`src/inc/acmc_pkg.sv`:
```
`default_nettype none
package acmc_pkg;
    // Register indices; byte address is four times the index
    localparam int          IDX_CONFIG = 1;
    localparam int          IDX_OFFSET = 2;
    localparam int          IDX_RANGE  = 3;
    localparam int          IDX_STATUS = 4;
    localparam logic [11:0] ADDR_CONFIG = 12'(4 * IDX_CONFIG);
    localparam logic [11:0] ADDR_OFFSET = 12'(4 * IDX_OFFSET);
    localparam logic [11:0] ADDR_RANGE  = 12'(4 * IDX_RANGE);
    localparam logic [11:0] ADDR_STATUS = 12'(4 * IDX_STATUS);
    // Values after reset
    localparam logic [15:0] CONFIG_RST = 16'hB2FF;
    localparam logic [15:0] OFFSET_RST = 16'h007F;
    localparam logic [15:0] RANGE_RST  = 16'h807F;
    // Configuration field positions, and offset/range field LSB
    localparam int CFG_DUTY  = 12;
    localparam int CFG_PHASE = 11;
    localparam int CFG_RATE  = 10;
    localparam int CFG_SWING = 9;
    localparam int CFG_EDGE  = 8;
    localparam int FIELD_LSB = 7;
    // Range codes used under pin control
    localparam logic [8:0] RANGE_NORMAL  = 9'h100;
    localparam logic [8:0] RANGE_REDUCED = 9'h000;
    // Cycle and word counts
    localparam int SETTLE_CYC  = 6;
    localparam int DLY_SHORT   = 1024;
    localparam int DLY_LONG    = 4096;
    localparam int CAL_RUN_CYC = 2048;
    localparam int CAL_LOW_CYC = 80;
    localparam int CAL_HI_CYC  = 80;
    localparam int PIPE_WORDS  = 14;

    typedef struct packed {
        logic pd;
        logic cal;
        logic edge_hi;
        logic edge_float;
        logic fsr_hi;
        logic fsr_float;
        logic swing;
        logic dly;
    } acmc_pins_t;

    typedef enum logic [2:0] {
        ST_BOOT,
        ST_WAIT,
        ST_CAL,
        ST_RUN,
        ST_DOWN
    } acmc_state_t;
endpackage : acmc_pkg
`default_nettype wire

```
`src/verilog/acmc_top.sv`:
```
// Operation
// RULE_01 - SDR pin edge high: rising launch
// RULE_02 - SDR clock at word rate, DDR half
// RULE_03 - Floating edge pin selects DDR
// RULE_04 - Power-down input high: outputs high impedance
// RULE_05 - Words after power-down marked invalid
// RULE_06 - Running calibration completes before power-down
// RULE_07 - Power-up calibration waits for power-down low
// RULE_08 - Calibration request during power-down ignored
// RULE_09 - Floating range pin selects extended control
// RULE_10 - Host keeps control mode fixed
// RULE_11 - Extended rate from bit 10
// RULE_12 - DDR phase: zero normally, bit 11 extended
// RULE_13 - Extended SDR edge from bit 8
// RULE_14 - Swing from pin, or bit 9
// RULE_15 - Calibration delay: pin chosen, extended short
// RULE_16 - Range: pin, or register three field
// RULE_17 - Offset: none, or register two field
// RULE_18 - Extended defaults set at reset
// RULE_19 - Duty cycle correction enabled by default
// RULE_20 - Rate bit zero DDR, one SDR
// RULE_21 - Extended control ignores mode pins
// RULE_22 - Calibration output high during calibration
// RULE_23 - Mode pins latched once, held stable; code latches only edge_hi, edge_float, fsr_float
//
// Local design decisions: the APB register port and the address map.
`default_nettype none
module acmc_top #(
    parameter int DLY_SHORT_CYC = acmc_pkg::DLY_SHORT,
    parameter int DLY_LONG_CYC  = acmc_pkg::DLY_LONG,
    parameter int CAL_CYC       = acmc_pkg::CAL_RUN_CYC
) (
    input  wire logic                CLK,
    input  wire logic                RSTN,
    input  wire acmc_pkg::acmc_pins_t PINS,
    input  wire logic                SMP_CLK,
    input  wire logic [15:0]         DATA_IN,
    input  wire logic                PSEL,
    input  wire logic                PENABLE,
    input  wire logic                PWRITE,
    input  wire logic [11:0]         PADDR,
    input  wire logic [31:0]         PWDATA,
    output logic [31:0]              PRDATA,
    output logic                     PREADY,
    output logic                     PSLVERR,
    output logic                     OUTPUT_DATA_CLOCK_OUT,
    output logic [15:0]              DATA_OUT,
    output logic                     DATA_VALID,
    output logic                     OUT_OE_N,
    output logic                     TRIM_RUNNING,
    output logic                     SWING_NORMAL,
    output logic                     DUTY_FIX_EN,
    output logic [8:0]               RANGE_CODE,
    output logic [8:0]               OFFSET_CODE
);

    ////////////////////////////////////////////////////////////
    // Input synchronisers

    logic [8:0]  s1;
    logic [8:0]  s2;
    logic [8:0]  s3;
    logic [8:0]  stab;

    always_ff @(posedge CLK) begin
        if (!RSTN) begin
            s1 <= 9'h000;
            s2 <= 9'h000;
            s3 <= 9'h000;
        end else begin
            s1 <= {SMP_CLK, PINS};
            s2 <= s1;
            s3 <= s2;
        end
    end

    // A bit counts once stages two and three agree
    for (genvar i = 0; i < 9; i++) begin : g_stab
        always_ff @(posedge CLK) begin
            if (!RSTN) begin
                stab[i] <= 1'b0;
            end else if (s2[i] == s3[i]) begin
                stab[i] <= s3[i];
            end
        end
    end

    acmc_pkg::acmc_pins_t pin;
    logic                 smp;
    logic                 smp_q;
    logic                 word_tick;
    logic                 half_tick;

    assign pin       = stab[7:0];
    assign smp       = stab[8];
    assign word_tick = smp & ~smp_q;
    assign half_tick = ~smp & smp_q;

    always_ff @(posedge CLK) begin
        if (!RSTN) begin
            smp_q <= 1'b0;
        end else begin
            smp_q <= smp;
        end
    end

    ////////////////////////////////////////////////////////////
    // Registers reached over APB

    logic [15:0] cfg;
    logic [15:0] off;
    logic [15:0] rng;
    logic        access;
    logic        ext_q;
    logic        float_q;
    logic        edge_q;
    acmc_pkg::acmc_state_t st;

    assign access = PSEL & PENABLE & ~PREADY;

    always_ff @(posedge CLK) begin
        if (!RSTN) begin
            cfg <= acmc_pkg::CONFIG_RST; // RULE_18
            off <= acmc_pkg::OFFSET_RST; // RULE_18
            rng <= acmc_pkg::RANGE_RST;  // RULE_18
        end else if (access && PWRITE) begin
            if (PADDR == acmc_pkg::ADDR_CONFIG) begin
                cfg <= PWDATA[15:0];
            end else if (PADDR == acmc_pkg::ADDR_OFFSET) begin
                off <= PWDATA[15:0];
            end else if (PADDR == acmc_pkg::ADDR_RANGE) begin
                rng <= PWDATA[15:0];
            end
        end
    end

    logic [31:0] next_rdata;
    logic        next_err;

    always_comb begin
        next_rdata = 32'h0000_0000;
        next_err   = 1'b0;
        if (PADDR == acmc_pkg::ADDR_CONFIG) begin
            next_rdata = {16'h0000, cfg};
        end else if (PADDR == acmc_pkg::ADDR_OFFSET) begin
            next_rdata = {16'h0000, off};
        end else if (PADDR == acmc_pkg::ADDR_RANGE) begin
            next_rdata = {16'h0000, rng};
        end else if (PADDR == acmc_pkg::ADDR_STATUS) begin
            next_rdata = {26'h0000000, DATA_VALID, float_q, ext_q,
                          OUT_OE_N, st == acmc_pkg::ST_DOWN, TRIM_RUNNING};
        end else begin
            next_err = 1'b1;
        end
    end

    always_ff @(posedge CLK) begin
        if (!RSTN) begin
            PREADY  <= 1'b0;
            PRDATA  <= 32'h0000_0000;
            PSLVERR <= 1'b0;
        end else begin
            PREADY  <= access;
            PSLVERR <= access & next_err;
            if (access && !PWRITE) begin
                PRDATA <= next_rdata;
            end
        end
    end

    ////////////////////////////////////////////////////////////
    // Mode selection

    // edge_hi, edge_float and fsr_float sampled every boot cycle, then never resampled
    always_ff @(posedge CLK) begin
        if (!RSTN) begin
            ext_q   <= 1'b0;
            float_q <= 1'b0;
            edge_q  <= 1'b0;
        end else if (st == acmc_pkg::ST_BOOT) begin // RULE_23
            ext_q   <= pin.fsr_float;  // RULE_09
            float_q <= pin.edge_float; // RULE_03
            edge_q  <= pin.edge_hi;
        end
    end

    logic ddr;
    logic edge_rise;
    logic phase90;

    // Register values replace the pins under extended control
    assign ddr       = ext_q ? ~cfg[acmc_pkg::CFG_RATE] : float_q; // RULE_11 RULE_20 RULE_21
    assign edge_rise = ext_q ? cfg[acmc_pkg::CFG_EDGE] : edge_q;   // RULE_13
    assign phase90   = ext_q & cfg[acmc_pkg::CFG_PHASE];           // RULE_12

    always_ff @(posedge CLK) begin
        if (!RSTN) begin
            SWING_NORMAL <= 1'b1;
            DUTY_FIX_EN  <= 1'b1;
            RANGE_CODE   <= acmc_pkg::RANGE_NORMAL;
            OFFSET_CODE  <= 9'h000;
        end else if (ext_q) begin
            SWING_NORMAL <= cfg[acmc_pkg::CFG_SWING];               // RULE_14
            DUTY_FIX_EN  <= cfg[acmc_pkg::CFG_DUTY];                // RULE_19
            RANGE_CODE   <= rng[15:acmc_pkg::FIELD_LSB];            // RULE_16
            OFFSET_CODE  <= off[15:acmc_pkg::FIELD_LSB];            // RULE_17
        end else begin
            SWING_NORMAL <= pin.swing;                              // RULE_14
            DUTY_FIX_EN  <= 1'b1;                                   // RULE_19
            RANGE_CODE   <= pin.fsr_hi ? acmc_pkg::RANGE_NORMAL
                                       : acmc_pkg::RANGE_REDUCED;   // RULE_16
            OFFSET_CODE  <= 9'h000;                                 // RULE_17
        end
    end

    ////////////////////////////////////////////////////////////
    // Manual calibration request detector

    logic [7:0] low_cnt;
    logic [7:0] hi_cnt;
    logic       armed;
    logic       cal_fire;

    assign cal_fire = armed && pin.cal &&
                      hi_cnt == 8'(acmc_pkg::CAL_HI_CYC - 1);

    // Cleared outside run so requests in power-down vanish
    always_ff @(posedge CLK) begin
        if (!RSTN) begin
            low_cnt <= 8'h00;
            hi_cnt  <= 8'h00;
            armed   <= 1'b0;
        end else if (st != acmc_pkg::ST_RUN) begin // RULE_08
            low_cnt <= 8'h00;
            hi_cnt  <= 8'h00;
            armed   <= 1'b0;
        end else if (!pin.cal) begin
            hi_cnt <= 8'h00;
            if (low_cnt == 8'(acmc_pkg::CAL_LOW_CYC - 1)) begin
                armed <= 1'b1;
            end else begin
                low_cnt <= low_cnt + 8'h01;
            end
        end else if (armed) begin
            low_cnt <= 8'h00;
            if (cal_fire) begin
                armed  <= 1'b0;
                hi_cnt <= 8'h00;
            end else begin
                hi_cnt <= hi_cnt + 8'h01;
            end
        end else begin
            low_cnt <= 8'h00;
        end
    end

    ////////////////////////////////////////////////////////////
    // Power and calibration sequencer

    logic [15:0] cnt;
    logic [15:0] dly_last;

    assign dly_last = (!ext_q && pin.dly) ? 16'(DLY_LONG_CYC - 1)
                                          : 16'(DLY_SHORT_CYC - 1); // RULE_15

    always_ff @(posedge CLK) begin
        if (!RSTN) begin
            st  <= acmc_pkg::ST_BOOT;
            cnt <= 16'h0000;
        end else begin
            case (st)
                acmc_pkg::ST_BOOT: begin
                    if (cnt == 16'(acmc_pkg::SETTLE_CYC - 1)) begin
                        st  <= acmc_pkg::ST_WAIT;
                        cnt <= 16'h0000;
                    end else begin
                        cnt <= cnt + 16'h0001;
                    end
                end
                acmc_pkg::ST_WAIT: begin
                    if (pin.pd) begin
                        cnt <= cnt; // RULE_07
                    end else if (cnt >= dly_last) begin
                        st  <= acmc_pkg::ST_CAL;
                        cnt <= 16'h0000;
                    end else begin
                        cnt <= cnt + 16'h0001;
                    end
                end
                acmc_pkg::ST_CAL: begin
                    if (cnt == 16'(CAL_CYC - 1)) begin
                        st  <= pin.pd ? acmc_pkg::ST_DOWN
                                      : acmc_pkg::ST_RUN; // RULE_06
                        cnt <= 16'h0000;
                    end else begin
                        cnt <= cnt + 16'h0001;
                    end
                end
                acmc_pkg::ST_RUN: begin
                    if (pin.pd) begin
                        st <= acmc_pkg::ST_DOWN; // RULE_04
                    end else if (cal_fire) begin
                        st  <= acmc_pkg::ST_CAL;
                        cnt <= 16'h0000;
                    end
                end
                acmc_pkg::ST_DOWN: begin
                    if (!pin.pd) begin
                        st <= acmc_pkg::ST_RUN;
                    end
                end
                default: begin
                    st <= acmc_pkg::ST_BOOT;
                end
            endcase
        end
    end

    always_ff @(posedge CLK) begin
        if (!RSTN) begin
            TRIM_RUNNING <= 1'b0;
            OUT_OE_N     <= 1'b0;
        end else begin
            TRIM_RUNNING <= st == acmc_pkg::ST_CAL; // RULE_22
            OUT_OE_N     <= st == acmc_pkg::ST_DOWN ||
                            (st == acmc_pkg::ST_WAIT && pin.pd); // RULE_04
        end
    end

    ////////////////////////////////////////////////////////////
    // Output clock and data

    logic       run;
    logic [4:0] fill;

    assign run = st == acmc_pkg::ST_RUN;

    // Words still in the refilling pipeline after power-down
    always_ff @(posedge CLK) begin
        if (!RSTN) begin
            fill <= 5'h00;
        end else if (st == acmc_pkg::ST_DOWN) begin
            fill <= 5'(acmc_pkg::PIPE_WORDS); // RULE_05
        end else if (run && word_tick && fill != 5'h00) begin
            fill <= fill - 5'h01;
        end
    end

    always_ff @(posedge CLK) begin
        if (!RSTN) begin
            DATA_OUT   <= 16'h0000;
            DATA_VALID <= 1'b0;
        end else if (!run) begin
            DATA_VALID <= 1'b0;
        end else if (word_tick) begin
            DATA_OUT   <= DATA_IN;
            DATA_VALID <= fill == 5'h00; // RULE_05
        end
    end

    // Clock halted while not running
    always_ff @(posedge CLK) begin
        if (!RSTN) begin
            OUTPUT_DATA_CLOCK_OUT <= 1'b0;
        end else if (!run) begin
            OUTPUT_DATA_CLOCK_OUT <= 1'b0;
        end else if (ddr) begin
            if (phase90 ? half_tick : word_tick) begin
                OUTPUT_DATA_CLOCK_OUT <= ~OUTPUT_DATA_CLOCK_OUT; // RULE_02 RULE_12
            end
        end else if (word_tick) begin
            OUTPUT_DATA_CLOCK_OUT <= edge_rise; // RULE_01 RULE_13
        end else if (half_tick) begin
            OUTPUT_DATA_CLOCK_OUT <= ~edge_rise; // RULE_02
        end
    end
endmodule : acmc_top
`default_nettype wire

```
`config.mk`:
```
export PLATFORM = sky130hd
export DESIGN_NAME = acmc_top
export DESIGN_NICKNAME = d
export VERILOG_FILES = /design/src/inc/acmc_pkg.sv /design/src/verilog/acmc_top.sv
export SDC_FILE = /design/constraint.sdc
export NUM_CORES = 1
export LEC_CHECK = 0
export BUFFER_PORTS_ARGS = -buffer_cell sky130_fd_sc_hd__buf_4
export CORE_AREA = 2 2 172 174
export DETAILED_ROUTE_END_ITERATION = 10
export DIE_AREA = 0 0 174 176
export HOLD_SLACK_MARGIN = 0.12
export PLACE_DENSITY = 0.57
export SETUP_SLACK_MARGIN = 0.2
export SLEW_MARGIN = 20
export SYNTH_ARGS = -nofsm -noshare
export SYNTH_HDL_FRONTEND = slang
export SYNTH_SLANG_ARGS = --single-unit
```
`constraint.sdc`:
```
create_clock -name CLK -period 2.1 [get_ports CLK]
set_input_delay 0.21 -clock CLK [delete_from_list [all_inputs] [get_ports CLK]]
set_output_delay 0.21 -clock CLK [all_outputs]
set_load 0.05 [all_outputs]
```
# Word-level counts from Yosys, hierarchy flattened
# Index checks and enable logic that the tools add are counted.
# classes
addsub	4
n_lt_le_gt_ge	1
eq_ne	31
mux	42
n_bitwise	16
n_reduce_logical	31
# op_table
operator	n
16-bit 2-to-1 mux	9
16-bit case mux with 4 select lines	1
12-bit by 4-bit == test with 1-bit output (second input constant)	2
3-bit 2-to-1 mux	8
9-bit 2-to-1 mux	2
16-bit by 1-bit adder with 16-bit output (second input constant)	1
8-bit by 1-bit adder with 8-bit output (second input constant)	2
16-bit by 11-bit == test with 1-bit output (second input constant)	1
16-bit by 3-bit == test with 1-bit output (second input constant)	1
8-bit by 7-bit == test with 1-bit output (second input constant)	2
16-bit by 12-bit greater-or-equal comparator with 1-bit output	1
1-bit 2-to-1 mux	16
3-bit case mux with 5 select lines	1
12-bit by 3-bit == test with 1-bit output (second input constant)	1
12-bit by 5-bit == test with 1-bit output (second input constant)	1
12-bit 2-to-1 mux	1
2-bit inequality test (second input constant)	6
1-bit inverter	10
2-bit AND reduction	5
1-bit == test	9
1-bit logical AND	8
4-bit 2-to-1 mux	2
8-bit 2-to-1 mux	1
4-bit AND reduction	2
other kinds (21)	32
# word_totals
regBits	203
in_bits	74
out_inout_bits	74
word_cells	163

# Depth between registers and ports, before layout
# Gate-level depths: netlist of the first run.
# depth
word_depth	7
mapped_depth	10
depth_no_buf	7

# Worst setup path before layout of the first run
# Ideal clock, no wire load.
# synth_timing
kind	reg2reg
start	register ext_q
end	register cnt[12]
setup_time_ns	0.115
arrival_time_ns	2.151
slack_ns	-0.165
path_stages_with_launch	11
n_path_buf	3
path_cell_list	dfxtp_1 > clkbuf_1 > clkbuf_1 > nand2b_1 > ha_1 > nand2_1 > nor4_1 > o22ai_1 > o31ai_4 > buf_6 > nor2_1
# synth_between
elab_chain_cells	7
# synth_lines
item	line	text
start, declared	acmc_top.sv:114	logic ext_q;
start signal, assigned	acmc_top.sv:181	ext_q <= pin.fsr_float;
1-bit logical NOT	acmc_top.sv:263	assign dly_last = (!ext_q && pin.dly) ? 16'(DLY_LONG_CYC - 1)
1-bit logical AND	acmc_top.sv:263	
12-bit 2-to-1 mux	acmc_top.sv:263	
16-bit by 12-bit greater-or-equal comparator with 1-bit output	acmc_top.sv:283	end else if (cnt >= dly_last) begin
16-bit 2-to-1 mux	acmc_top.sv:283	
16-bit 2-to-1 mux	acmc_top.sv:281	if (pin.pd) begin
16-bit case mux with 4 select lines	acmc_top.sv:271	case (st)
end signal, assigned	acmc_top.sv:277	cnt <= cnt + 16'h0001;
end signal, assigned	acmc_top.sv:282	cnt <= cnt;
end signal, assigned	acmc_top.sv:287	cnt <= cnt + 16'h0001;
end, declared	acmc_top.sv:260	logic [15:0] cnt;
# No other way between the ends. The select of a mux whose other input is x is not followed.
# A chain may end at the register's enable or synchronous reset.

# Worst setup path in the final report of the first run
# layout_timing
start	register hi_cnt[4]
end	register cnt[0]
# layout_between
elab_chain_cells	4
# layout_lines
item	line	text
start, declared	acmc_top.sv:220	logic [7:0] hi_cnt;
start signal, assigned	acmc_top.sv:250	hi_cnt <= hi_cnt + 8'h01;
8-bit by 7-bit == test with 1-bit output	acmc_top.sv:225	hi_cnt == 8'(acmc_pkg::CAL_HI_CYC - 1);
1-bit logical AND	acmc_top.sv:224	assign cal_fire = armed && pin.cal &&
2-bit inequality test (no line)	--	
4-bit AND reduction (no line)	--	
# No other way between the ends.

==> impl_metrics.xml, run 1 <==
<?xml version="1.0" encoding="UTF-8"?>
<metrics>
  <group name="outcome">
    <metric name="run_status" unit="">complete, no violations</metric>
  </group>
  <group name="clock_tree">
    <metric name="insertion_delay" unit="ns">0.43</metric>
    <metric name="clock-root-buffer" unit="">sky130_fd_sc_hd__clkbuf_16</metric>
    <metric name="clkTransAtPathRegs" unit="ns">0.08</metric>
    <metric name="cts_tree" unit="">built</metric>
    <metric name="cts.htree.levels" unit="">4</metric>
    <metric name="cts-buffers-inserted" unit="">17</metric>
    <metric name="ctsLongestPathBuffers" unit="">2</metric>
    <metric name="clkSinkCount" unit="">187</metric>
  </group>
  <group name="detailed_routing">
    <metric name="route.detailed.drc" unit="">0</metric>
    <metric name="drtPass1Iterations" unit="">4</metric>
    <metric name="total_via_count_in_the_routed_design" unit="">6149</metric>
    <metric name="initial_detailed_routing_violation_count" unit="">435</metric>
    <metric name="detail_route.vias_per_cell" unit="">4.42</metric>
    <metric name="wl_per_cell" unit="um">13.2</metric>
    <metric name="remaining_antenna_violation_count_after_routing" unit="">0</metric>
    <metric name="route.final.wire_length" unit="mm">18.3</metric>
  </group>
  <group name="die">
    <metric name="die-height" unit="um">176</metric>
    <metric name="die_area" unit="um^2">30600</metric>
    <metric name="die-width" unit="um">174</metric>
    <metric name="rows" unit="">62</metric>
    <metric name="initial_core_util" unit="">0.268</metric>
    <metric name="placeable_core_region" unit="um^2">28500</metric>
    <metric name="top_level_ports" unit="">148</metric>
  </group>
  <group name="place">
    <metric name="detailed_place_hpwl" unit="mm">12.4</metric>
    <metric name="placedInstanceArea" unit="um^2">9160</metric>
    <metric name="dpl_worst_slack" unit="ns">-0.0315</metric>
    <metric name="portBuffers" unit="">115</metric>
    <metric name="globalplace.congestion" unit="">0.775</metric>
  </group>
  <group name="setup_path">
    <metric name="reg2reg_setup_slack" unit="ns">0.002</metric>
    <metric name="crit_required" unit="ns">2.42</metric>
    <metric name="regToRegEndpoint" unit="">cnt[0]</metric>
    <metric name="critical-path-slowest-cell" unit="">sky130_fd_sc_hd__or4b_4</metric>
    <metric name="slowest_delay" unit="ns">0.55</metric>
    <metric name="start_kind" unit="">flip-flop</metric>
    <metric name="worst_r2r_path_depth" unit="">8</metric>
    <metric name="critical_path.reg2reg.startpoint" unit="">hi_cnt[4]</metric>
    <metric name="crit_family" unit="">simple AND/OR/NAND/NOR gates</metric>
    <metric name="worst_ep_arrival_time" unit="ns">2.42</metric>
    <metric name="critical_path_class" unit="">reg -&gt; reg</metric>
    <metric name="worstPathCellList" unit="">nand4bb_4 -&gt; or4b_4 -&gt; buf_8 -&gt; and2_4 -&gt; o31ai_4 -&gt; buf_6 -&gt; buf_12 -&gt; nor2_1</metric>
    <metric name="cp-end-kind" unit="">flip-flop</metric>
    <metric name="worstPathBufferInverterCount" unit="">3</metric>
    <metric name="critical_path_depth" unit="">8</metric>
    <metric name="crit_path_max_fanout" unit="">8</metric>
  </group>
  <group name="logic_synthesis">
    <metric name="synth.cell_area" unit="um^2">7640</metric>
    <metric name="yosys_most_used_dff" unit="">sky130_fd_sc_hd__dfxtp_1</metric>
    <metric name="ys_warn_count" unit="">0</metric>
    <metric name="ys_top_cells_by_area" unit="">sky130_fd_sc_hd__dfxtp_1 (49%), sky130_fd_sc_hd__mux2i_1 (7.2%), sky130_fd_sc_hd__nand2_1 (5.7%)</metric>
    <metric name="synth_cells" unit="">814</metric>
    <metric name="synthDistinctLibCells" unit="">61</metric>
    <metric name="synthArstFlopShare" unit="">0</metric>
    <metric name="synth_top_area_frac" unit="">0.490</metric>
    <metric name="cell_taking_the_most_area_after_synthesis" unit="">sky130_fd_sc_hd__dfxtp_1</metric>
    <metric name="synth_seq_cells" unit="">187</metric>
    <metric name="ys_seq_area_frac" unit="">0.490</metric>
    <metric name="syn_area_per_cell" unit="um^2">9.39</metric>
    <metric name="synth_enable_flop_cells" unit="">0</metric>
  </group>
  <group name="power_and_ir_drop">
    <metric name="power" unit="mW">7.90</metric>
    <metric name="vdd_drop_max" unit="mV">0.483</metric>
    <metric name="power_per_cell_area" unit="nW/um^2">763</metric>
    <metric name="leakage" unit="nW">3.99</metric>
  </group>
  <group name="sta">
    <metric name="rsz_0062_raised_after_global_routing" unit="">true</metric>
    <metric name="final.setup.tns" unit="ns">0</metric>
    <metric name="max-slew-margin-rel" unit="">0.509</metric>
    <metric name="max_freq" unit="MHz">477</metric>
    <metric name="final-max-slew-violation-count" unit="">0</metric>
    <metric name="setup-violations-final" unit="">0</metric>
    <metric name="tightest_slew" unit="ns">0.732</metric>
    <metric name="finalCritPeriodShare" unit="">0.999</metric>
    <metric name="holdWs" unit="ns">0.186</metric>
    <metric name="postLayoutSetupSlackWorst" unit="ns">0.00246</metric>
    <metric name="finalClockSkew" unit="ns">0.0113</metric>
    <metric name="tmin_final" unit="ns">2.10</metric>
    <metric name="timing_hold_violations_final" unit="">0</metric>
  </group>
  <group name="cells_and_area">
    <metric name="number_of_antenna_repair_diodes" unit="">0</metric>
    <metric name="top_library_cells_by_usage_in_the_layout_fill_and_taps_aside" unit="">sky130_fd_sc_hd__dfxtp_1 (180), sky130_fd_sc_hd__buf_4 (159), sky130_fd_sc_hd__nand2_1 (114)</metric>
    <metric name="synthToLayoutAreaGrowth" unit="%">35.6</metric>
    <metric name="final_design_area_no_fill" unit="um^2">10400</metric>
    <metric name="drive_gt1_frac" unit="">0.243</metric>
    <metric name="finalNetCount" unit="">1079</metric>
    <metric name="layout_commonest_cell" unit="">sky130_fd_sc_hd__dfxtp_1</metric>
  </group>
  <group name="global_route">
    <metric name="grt_usage" unit="">0.121</metric>
    <metric name="antenna_violations_before_repair" unit="">0</metric>
    <metric name="grt_util_met1" unit="">0.161</metric>
    <metric name="grt.busiest_layer" unit="">met2</metric>
    <metric name="grt_pass1_wl" unit="mm">30.1</metric>
    <metric name="global_route.usage.met3" unit="">0.0306</metric>
    <metric name="first_global_vias" unit="">5956</metric>
    <metric name="grt_start_max_net_pins" unit="">42</metric>
    <metric name="global_route.usage.met2" unit="">0.194</metric>
    <metric name="grt.overflow.total" unit="">0</metric>
  </group>
  <group name="hold_path">
    <metric name="worst_hold_path.num_cells" unit="">4</metric>
    <metric name="hold_start" unit="">PWRITE</metric>
    <metric name="min_to" unit="">PRDATA[0]</metric>
    <metric name="holdCritPathClass" unit="">in -&gt; reg</metric>
  </group>
  <group name="run">
    <metric name="drv_cap" unit="">0</metric>
  </group>
</metrics>
logic make-up (layout without fill, tap and decap cells):
kind of cell	after synthesis	after routing	share of synthesized area
buf+inv	73	251	0.0473
xor+xnor	25	25	0.0287
flops	187	187	0.490
simple gates	316	316	0.215
fa+ha+maj	10	10	0.0164
other cells	1	16	0.000491
compound gates	145	145	0.128
mux	57	57	0.0750
layer usage:
layer  share of wire  vias up
li1                -     3153
met1            0.49     2838
met2            0.45      142
met3           0.052       16
met4           0.012        0
met5               0        -
cell type report:
class / instances / area, um^2
Clock inverter: 14 / 175
Timing Repair Buffer: 207 / 1730
Sequential cell: 187 / 3750
Clock buffer: 17 / 425
Inverter: 13 / 48.8
Multi-Input combinational cell: 569 / 3750
Tap cell: 384 / 480
Fill cell: 2897 / 18200
through the flow:
step,utilization,instances
floorplan,-,829
global placement,0.321,1310
detailed placement,0.321,1310
CTS,0.360,1387
global route,0.363,1391
finish,0.363,1391
registers in the layout, indices dropped and copies added (netlist names), 9 cells and up:
signal / cells
PRDATA: 16
s3: 9
OFFSET_CODE: 9
s1: 9
RANGE_CODE: 9
s2: 9
cfg: 16
off: 16
rng: 16
cnt: 16
DATA_OUT: 16
synthesized netlist by cell type, types with 12 or more instances:
library cell and number:
sky130_fd_sc_hd__nand2b_1 13, sky130_fd_sc_hd__a21boi_0 30, sky130_fd_sc_hd__mux2i_1 55, sky130_fd_sc_hd__o21ai_0 50
sky130_fd_sc_hd__and3_1 24, sky130_fd_sc_hd__buf_4 16, sky130_fd_sc_hd__nand3_1 18, sky130_fd_sc_hd__nor2_1 42
sky130_fd_sc_hd__inv_1 12, sky130_fd_sc_hd__xnor2_1 18, sky130_fd_sc_hd__a21oi_1 16, sky130_fd_sc_hd__dfxtp_1 187
sky130_fd_sc_hd__clkbuf_1 36, sky130_fd_sc_hd__nand2_1 116, sky130_fd_sc_hd__nor2b_1 23, sky130_fd_sc_hd__and2_1 29
sky130_fd_sc_hd__a22oi_1 16
power by group:
group / total, mW / switching, mW / internal, mW / leakage (nW)
Combinational: 1.02 / 0.539 / 0.483 / 2.18
Clock: 3.18 / 1.58 / 1.61 / 0.290
Sequential: 3.70 / 0.0817 / 3.61 / 1.52
worst max-delay path by stage:
stage | startpoint | endpoint | slack [ns]
finish | hi_cnt[4] | cnt[0] | 0.002
global route | hi_cnt[4] | cnt[14] | -0.06
CTS | hi_cnt[1] | cnt[1] | 0.07
detailed placement | hi_cnt[0] | cnt[14] | -0.03
global placement | hi_cnt[0] | cnt[14] | 0.03
floorplan | ext_q | cnt[15] | 0.06
worst min-delay path, cell delays in order:
cell and delay (ns):
sky130_fd_sc_hd__buf_4 0.10, sky130_fd_sc_hd__nor2_1 0.09, sky130_fd_sc_hd__o21ai_0 0.09, sky130_fd_sc_hd__a22oi_1 0.08
timing repair:
| action | 4_1_cts | 5_1_grt |
|---|---|---|
| setup buffers | 4 | 4 |
| gates resized for setup | 15 | 16 |
| hold buffers | 41 | 0 |
| cloned | 1 | 0 |
| setup endpoints to repair | 17 | 21 |
| endpoints found under the hold margin | 73 | 0 |
| pin swaps | 7 | 8 |
Note: power is estimated with default switching activity, not from simulation.
==> inputs of run 2 (changes only) <==
--- a/config.mk
+++ b/config.mk
@@ -9,6 +9,7 @@
 export CORE_AREA = 2 2 172 174
 export DETAILED_ROUTE_END_ITERATION = 10
 export DIE_AREA = 0 0 174 176
+export GPL_TIMING_DRIVEN = 0
 export HOLD_SLACK_MARGIN = 0.12
 export PLACE_DENSITY = 0.57
 export SETUP_SLACK_MARGIN = 0.2
==> impl_metrics.xml, run 2 (same netlist as run 1, synthesis figures left out) <==
<?xml version="1.0" encoding="UTF-8"?>
<metrics>
  <group name="outcome">
    <metric name="run_status" unit="">finished, violations left</metric>
    <metric name="failed_checks" unit="">negative setup slack</metric>
  </group>
  <group name="place">
    <metric name="dpl.cell_count" unit="">1327</metric>
    <metric name="globalplace.congestion" unit="">0.795</metric>
    <metric name="placedInstanceArea" unit="um^2">9130</metric>
    <metric name="portBuffers" unit="">114</metric>
    <metric name="detailed_place_hpwl" unit="mm">13.7</metric>
  </group>
  <group name="sta">
    <metric name="tightest_slew" unit="ns">0.905</metric>
    <metric name="max-slew-margin-rel" unit="">0.395</metric>
    <metric name="tmin_final" unit="ns">2.18</metric>
    <metric name="rsz_0062_raised_after_global_routing" unit="">true</metric>
    <metric name="final.setup.tns" unit="ns">-0.585</metric>
    <metric name="finalClockSkew" unit="ns">0.0136</metric>
    <metric name="postLayoutSetupSlackWorst" unit="ns">-0.0833</metric>
    <metric name="setup-violations-final" unit="">11</metric>
    <metric name="max_freq" unit="MHz">458</metric>
    <metric name="final-max-slew-violation-count" unit="">0</metric>
    <metric name="finalCritPeriodShare" unit="">1.04</metric>
    <metric name="timing_hold_violations_final" unit="">0</metric>
  </group>
  <group name="die">
    <metric name="rows" unit="">62</metric>
    <metric name="die_area" unit="um^2">30600</metric>
    <metric name="die-height" unit="um">176</metric>
    <metric name="initial_core_util" unit="">0.268</metric>
    <metric name="die-width" unit="um">174</metric>
    <metric name="top_level_ports" unit="">148</metric>
    <metric name="placeable_core_region" unit="um^2">28500</metric>
  </group>
  <group name="hold_path">
    <metric name="hold_start" unit="">PWRITE</metric>
    <metric name="min_to" unit="">PRDATA[5]</metric>
    <metric name="holdCritPathClass" unit="">in -&gt; reg</metric>
    <metric name="worst_hold_path.num_cells" unit="">4</metric>
  </group>
  <group name="cells_and_area">
    <metric name="finalNetCount" unit="">1103</metric>
    <metric name="multi_input_area" unit="um^2">3790</metric>
    <metric name="postLayoutCoreUtil" unit="">0.367</metric>
    <metric name="regArea" unit="um^2">3750</metric>
    <metric name="num-fill-cells" unit="">2921</metric>
    <metric name="top_library_cells_by_usage_in_the_layout_fill_and_taps_aside" unit="">sky130_fd_sc_hd__dfxtp_1 (180), sky130_fd_sc_hd__buf_4 (147), sky130_fd_sc_hd__nand2_1 (114)</metric>
    <metric name="synthToLayoutAreaGrowth" unit="%">37.1</metric>
    <metric name="layoutNonFillerInstCount" unit="">1416</metric>
    <metric name="drive_gt1_frac" unit="">0.250</metric>
    <metric name="layout_commonest_cell" unit="">sky130_fd_sc_hd__dfxtp_1</metric>
    <metric name="final_design_area_no_fill" unit="um^2">10500</metric>
    <metric name="number_of_antenna_repair_diodes" unit="">0</metric>
  </group>
  <group name="detailed_routing">
    <metric name="detail_route.vias_per_cell" unit="">4.48</metric>
    <metric name="remaining_antenna_violation_count_after_routing" unit="">0</metric>
    <metric name="wl_per_cell" unit="um">14.0</metric>
    <metric name="drtPass1Iterations" unit="">5</metric>
    <metric name="total_via_count_in_the_routed_design" unit="">6338</metric>
    <metric name="initial_detailed_routing_violation_count" unit="">410</metric>
    <metric name="route.final.wire_length" unit="mm">19.9</metric>
    <metric name="route.detailed.drc" unit="">0</metric>
  </group>
  <group name="setup_path">
    <metric name="path_common_cell" unit="">sky130_fd_sc_hd__buf_6</metric>
    <metric name="slowest_delay" unit="ns">0.55</metric>
    <metric name="critical_path.reg2reg.startpoint" unit="">hi_cnt[0]</metric>
    <metric name="regToRegEndpoint" unit="">cnt[8]</metric>
    <metric name="cp-end-kind" unit="">flip-flop</metric>
    <metric name="critical-path-slowest-cell" unit="">sky130_fd_sc_hd__or4b_4</metric>
    <metric name="worst_ep_arrival_time" unit="ns">2.51</metric>
    <metric name="worst_r2r_path_depth" unit="">9</metric>
    <metric name="reg2reg_setup_slack" unit="ns">-0.08</metric>
    <metric name="critical_path_class" unit="">reg -&gt; reg</metric>
    <metric name="worstPathCellList" unit="">ha_4 -&gt; nand3_4 -&gt; or4b_4 -&gt; buf_6 -&gt; and2_4 -&gt; o31ai_4 -&gt; buf_6 -&gt; buf_6 -&gt; nor2_1</metric>
    <metric name="start_kind" unit="">flip-flop</metric>
    <metric name="crit_path_max_fanout" unit="">7</metric>
    <metric name="crit_required" unit="ns">2.43</metric>
  </group>
  <group name="power_and_ir_drop">
    <metric name="power" unit="mW">8.12</metric>
    <metric name="vdd_drop_max" unit="mV">0.491</metric>
    <metric name="leakage" unit="nW">4.05</metric>
    <metric name="power_per_cell_area" unit="nW/um^2">774</metric>
  </group>
  <group name="clock_tree">
    <metric name="cts-buffers-inserted" unit="">17</metric>
    <metric name="cts_tree" unit="">built</metric>
    <metric name="clkTransAtPathRegs" unit="ns">0.08</metric>
    <metric name="clock-root-buffer" unit="">sky130_fd_sc_hd__clkbuf_16</metric>
    <metric name="clkSinkCount" unit="">187</metric>
    <metric name="ctsLongestPathBuffers" unit="">2</metric>
    <metric name="cts.htree.levels" unit="">4</metric>
    <metric name="insertion_delay" unit="ns">0.44</metric>
  </group>
  <group name="global_route">
    <metric name="grt_pass1_wl" unit="mm">32.1</metric>
    <metric name="grt.overflow.total" unit="">0</metric>
    <metric name="antenna_violations_before_repair" unit="">0</metric>
    <metric name="grt_usage" unit="">0.132</metric>
    <metric name="first_global_vias" unit="">6002</metric>
    <metric name="grt_start_max_net_pins" unit="">21</metric>
  </group>
  <group name="run">
    <metric name="drv_cap" unit="">0</metric>
  </group>
</metrics>
run 2: cell types whose count changed in the layout (fill, tap and decap cells not counted), sizes merged:
cell	change
clkinv	-3
bufinv	+1
buf	-10
inv	+2
clkbuf	+35
run 2: layout make-up:
type                            count  share of cell area
Timing Repair Buffer              172               0.134
Tap cell                          384              0.0458
Buffer                             59              0.0364
Clock buffer                       18              0.0409
Clock inverter                     14              0.0181
Inverter                           13             0.00466
Multi-Input combinational cell    569               0.362
Sequential cell                   187               0.358
run 2: how the worst max path moves through the flow:
stage | start | to | slack (ns) | depth (start not counted)
after floorplan | ext_q | cnt[15] | 0.06 | 10
after global placement | PADDR[11] | PRDATA[14] | -0.60 | 7
after detailed placement | PADDR[11] | PRDATA[11] | -0.60 | 7
after CTS | ext_q | cnt[7] | -0.05 | 11
after global routing | hi_cnt[0] | cnt[8] | -0.16 | 9
final | hi_cnt[0] | cnt[8] | -0.08 | 9
run 2: per-layer routing:
metal	wire length, um	GRT usage	share of wire	vias to the layer above
met3	966	0.0280	0.049	23
li1	-	-	-	3202
met1	9750	0.180	0.49	2960
met4	352	0.0490	0.018	0
met5	0	0	0	-
met2	8790	0.205	0.44	153
run 2: power by group:
part / switching (mW) / internal (mW) / leakage [nW] / total (mW)
Clock: 1.61 / 1.74 / 0.299 / 3.35
Sequential: 0.0554 / 3.61 / 1.52 / 3.67
Combinational: 0.597 / 0.502 / 2.23 / 1.10
run 2: metrics by stage:
stage	setup slack, ns	hold slack (ns)
2_1_floorplan	0.0583	0.335
3_3_place_gp	-0.601	0.419
3_5_place_dp	-0.604	0.417
4_1_cts	-0.0513	0.130
5_1_grt	-0.159	0.191
6_report	-0.0833	0.160
run 2: worst max-delay path, delay by kind of cell, from the launching register on:
kind	cells	cell delay [ns]
AOI/OAI and AO/OA	1	0.32
adders and majority gates	1	0.15
buffers and inverters	3	0.42
DFF	1	0.37
and+or+nand+nor	4	0.81
run 2: what timing repair did:
action / 4_1_cts / 5_1_grt
endpoints found under the setup margin: 80 / 81
endpoints found under the hold margin: 73 / 0
pin swaps: 11 / 9
setup buffers: 6 / 10
hold buffers: 41 / 0
gates cloned: 1 / 0
gates resized for setup: 31 / 44
==> inputs of run 3 (changes only) <==
--- a/config.mk
+++ b/config.mk
@@ -13,6 +13,7 @@
 export HOLD_SLACK_MARGIN = 0.12
 export PLACE_DENSITY = 0.57
 export SETUP_SLACK_MARGIN = 0.2
+export SKIP_CTS_REPAIR_TIMING = 1
 export SLEW_MARGIN = 20
 export SYNTH_ARGS = -nofsm -noshare
 export SYNTH_HDL_FRONTEND = slang
==> impl_metrics.xml, run 3 (same netlist as run 1, synthesis figures left out) <==
<?xml version="1.0" encoding="UTF-8"?>
<metrics>
  <group name="sta">
    <metric name="max-slew-margin-rel" unit="">0.425</metric>
    <metric name="tmin_final" unit="ns">2.14</metric>
    <metric name="finalCritPeriodShare" unit="">1.02</metric>
    <metric name="holdWs" unit="ns">0.157</metric>
    <metric name="max_freq" unit="MHz">468</metric>
    <metric name="setup-violations-final" unit="">14</metric>
    <metric name="rsz_0062_raised_after_global_routing" unit="">true</metric>
    <metric name="timing_hold_violations_final" unit="">0</metric>
    <metric name="postLayoutSetupSlackWorst" unit="ns">-0.0386</metric>
    <metric name="tightest_slew" unit="ns">0.860</metric>
    <metric name="finalClockSkew" unit="ns">0.0130</metric>
    <metric name="final-max-slew-violation-count" unit="">0</metric>
    <metric name="final.setup.tns" unit="ns">-0.315</metric>
  </group>
  <group name="clock_tree">
    <metric name="ctsLongestPathBuffers" unit="">2</metric>
    <metric name="cts_tree" unit="">built</metric>
    <metric name="cts.htree.levels" unit="">4</metric>
    <metric name="clkTransAtPathRegs" unit="ns">0.08</metric>
    <metric name="clock-root-buffer" unit="">sky130_fd_sc_hd__clkbuf_16</metric>
    <metric name="insertion_delay" unit="ns">0.44</metric>
    <metric name="clkSinkCount" unit="">187</metric>
    <metric name="cts-buffers-inserted" unit="">17</metric>
  </group>
  <group name="detailed_routing">
    <metric name="wl_per_cell" unit="um">13.9</metric>
    <metric name="detail_route.vias_per_cell" unit="">4.43</metric>
    <metric name="route.final.wire_length" unit="mm">19.7</metric>
    <metric name="route.detailed.drc" unit="">0</metric>
    <metric name="total_via_count_in_the_routed_design" unit="">6290</metric>
    <metric name="remaining_antenna_violation_count_after_routing" unit="">0</metric>
    <metric name="drtPass1Iterations" unit="">6</metric>
    <metric name="initial_detailed_routing_violation_count" unit="">361</metric>
  </group>
  <group name="global_route">
    <metric name="antenna_violations_before_repair" unit="">0</metric>
    <metric name="grt_start_max_net_pins" unit="">21</metric>
    <metric name="grt.overflow.total" unit="">0</metric>
    <metric name="first_global_vias" unit="">5733</metric>
    <metric name="grt_usage" unit="">0.128</metric>
    <metric name="grt_pass1_wl" unit="mm">31.0</metric>
  </group>
  <group name="place">
    <metric name="dpl_worst_slack" unit="ns">-0.604</metric>
    <metric name="globalplace.congestion" unit="">0.795</metric>
    <metric name="detailed_place_hpwl" unit="mm">13.7</metric>
    <metric name="portBuffers" unit="">114</metric>
  </group>
  <group name="cells_and_area">
    <metric name="top_library_cells_by_usage_in_the_layout_fill_and_taps_aside" unit="">sky130_fd_sc_hd__dfxtp_1 (181), sky130_fd_sc_hd__buf_4 (147), sky130_fd_sc_hd__nand2_1 (114)</metric>
    <metric name="finalNetCount" unit="">1107</metric>
    <metric name="number_of_antenna_repair_diodes" unit="">0</metric>
    <metric name="layout_commonest_cell" unit="">sky130_fd_sc_hd__dfxtp_1</metric>
    <metric name="postLayoutCoreUtil" unit="">0.367</metric>
    <metric name="drive_gt1_frac" unit="">0.246</metric>
    <metric name="synthToLayoutAreaGrowth" unit="%">37.0</metric>
  </group>
  <group name="die">
    <metric name="top_level_ports" unit="">148</metric>
    <metric name="die-height" unit="um">176</metric>
    <metric name="die-width" unit="um">174</metric>
    <metric name="rows" unit="">62</metric>
    <metric name="die_area" unit="um^2">30600</metric>
    <metric name="initial_core_util" unit="">0.268</metric>
    <metric name="placeable_core_region" unit="um^2">28500</metric>
  </group>
  <group name="power_and_ir_drop">
    <metric name="leakage" unit="nW">4.06</metric>
    <metric name="power_per_cell_area" unit="nW/um^2">778</metric>
    <metric name="vdd_drop_max" unit="mV">0.468</metric>
  </group>
  <group name="outcome">
    <metric name="failed_checks" unit="">negative setup slack</metric>
    <metric name="run_status" unit="">finished, violations left</metric>
  </group>
  <group name="setup_path">
    <metric name="worst_ep_arrival_time" unit="ns">2.47</metric>
    <metric name="reg2reg_setup_slack" unit="ns">-0.04</metric>
    <metric name="crit_required" unit="ns">2.43</metric>
    <metric name="crit_path_max_fanout" unit="">7</metric>
    <metric name="start_kind" unit="">flip-flop</metric>
    <metric name="critical_path_class" unit="">reg -&gt; reg</metric>
    <metric name="cp-end-kind" unit="">flip-flop</metric>
  </group>
  <group name="run">
    <metric name="drv_cap" unit="">0</metric>
  </group>
  <group name="hold_path">
    <metric name="holdCritPathClass" unit="">in -&gt; reg</metric>
  </group>
</metrics>
-- run 3: changes by cell type in the layout (fill, tap and decap cells not counted), sizes merged --
cell    before  now
buf        156  161
clkbuf      52   51
-- run 3: critical path, cell delays in order, from the launching register on --
cell,delay (ns)
sky130_fd_sc_hd__dfxtp_1,0.36
sky130_fd_sc_hd__nand4bb_4,0.26
sky130_fd_sc_hd__or4b_1,0.55
sky130_fd_sc_hd__buf_6,0.16
sky130_fd_sc_hd__and2_4,0.14
sky130_fd_sc_hd__o31ai_4,0.23
sky130_fd_sc_hd__buf_6,0.17
sky130_fd_sc_hd__buf_6,0.12
sky130_fd_sc_hd__nor2_1,0.04
-- run 3: path summary, 6_finish.rpt --
kind,cells past startpoint,from,to
worst max register to register,8,hi_cnt[5],cnt[7]
worst max-delay path,8,hi_cnt[5],cnt[7]
worst min-delay path,4,PWRITE,PRDATA[5]
worst min register to register,1,s1[6],s2[6]
-- run 3: report_power, final --
part	total, mW	leakage [nW]	internal (mW)	switching [mW]
Clock	3.35	0.299	1.74	1.62
Sequential	3.67	1.52	3.62	0.0567
Combinational	1.12	2.24	0.520	0.604
-- run 3: per-layer routing --
| layer | track usage | wire length (um) | up-vias |
|---|---|---|---|
| met5 | 0 | 0 | - |
| met3 | 0.0327 | 1050 | 26 |
| met2 | 0.194 | 8650 | 171 |
| li1 | - | - | 3208 |
| met1 | 0.175 | 9600 | 2885 |
| met4 | 0.0483 | 396 | 0 |
-- run 3: area by class of cell --
class | count | area, um^2
Clock inverter | 14 | 190
Timing Repair Buffer | 175 | 1430
Sequential cell | 187 | 3750
Clock buffer | 18 | 429
Fill cell | 2917 | 18100
Multi-Input combinational cell | 569 | 3780
Tap cell | 384 | 480
Buffer | 60 | 369
Inverter | 13 | 48.8
-- run 3: per-stage QoR --
stage               power, mW  instances  instance area (um^2)
floorplan                4.32        829                  7790
global placement         4.57       1327                  9130
detailed placement       4.58       1327                  9130
CTS                      7.93       1359                  9750
global route             8.47       1420                 10500
finish                   8.15       1420                 10500
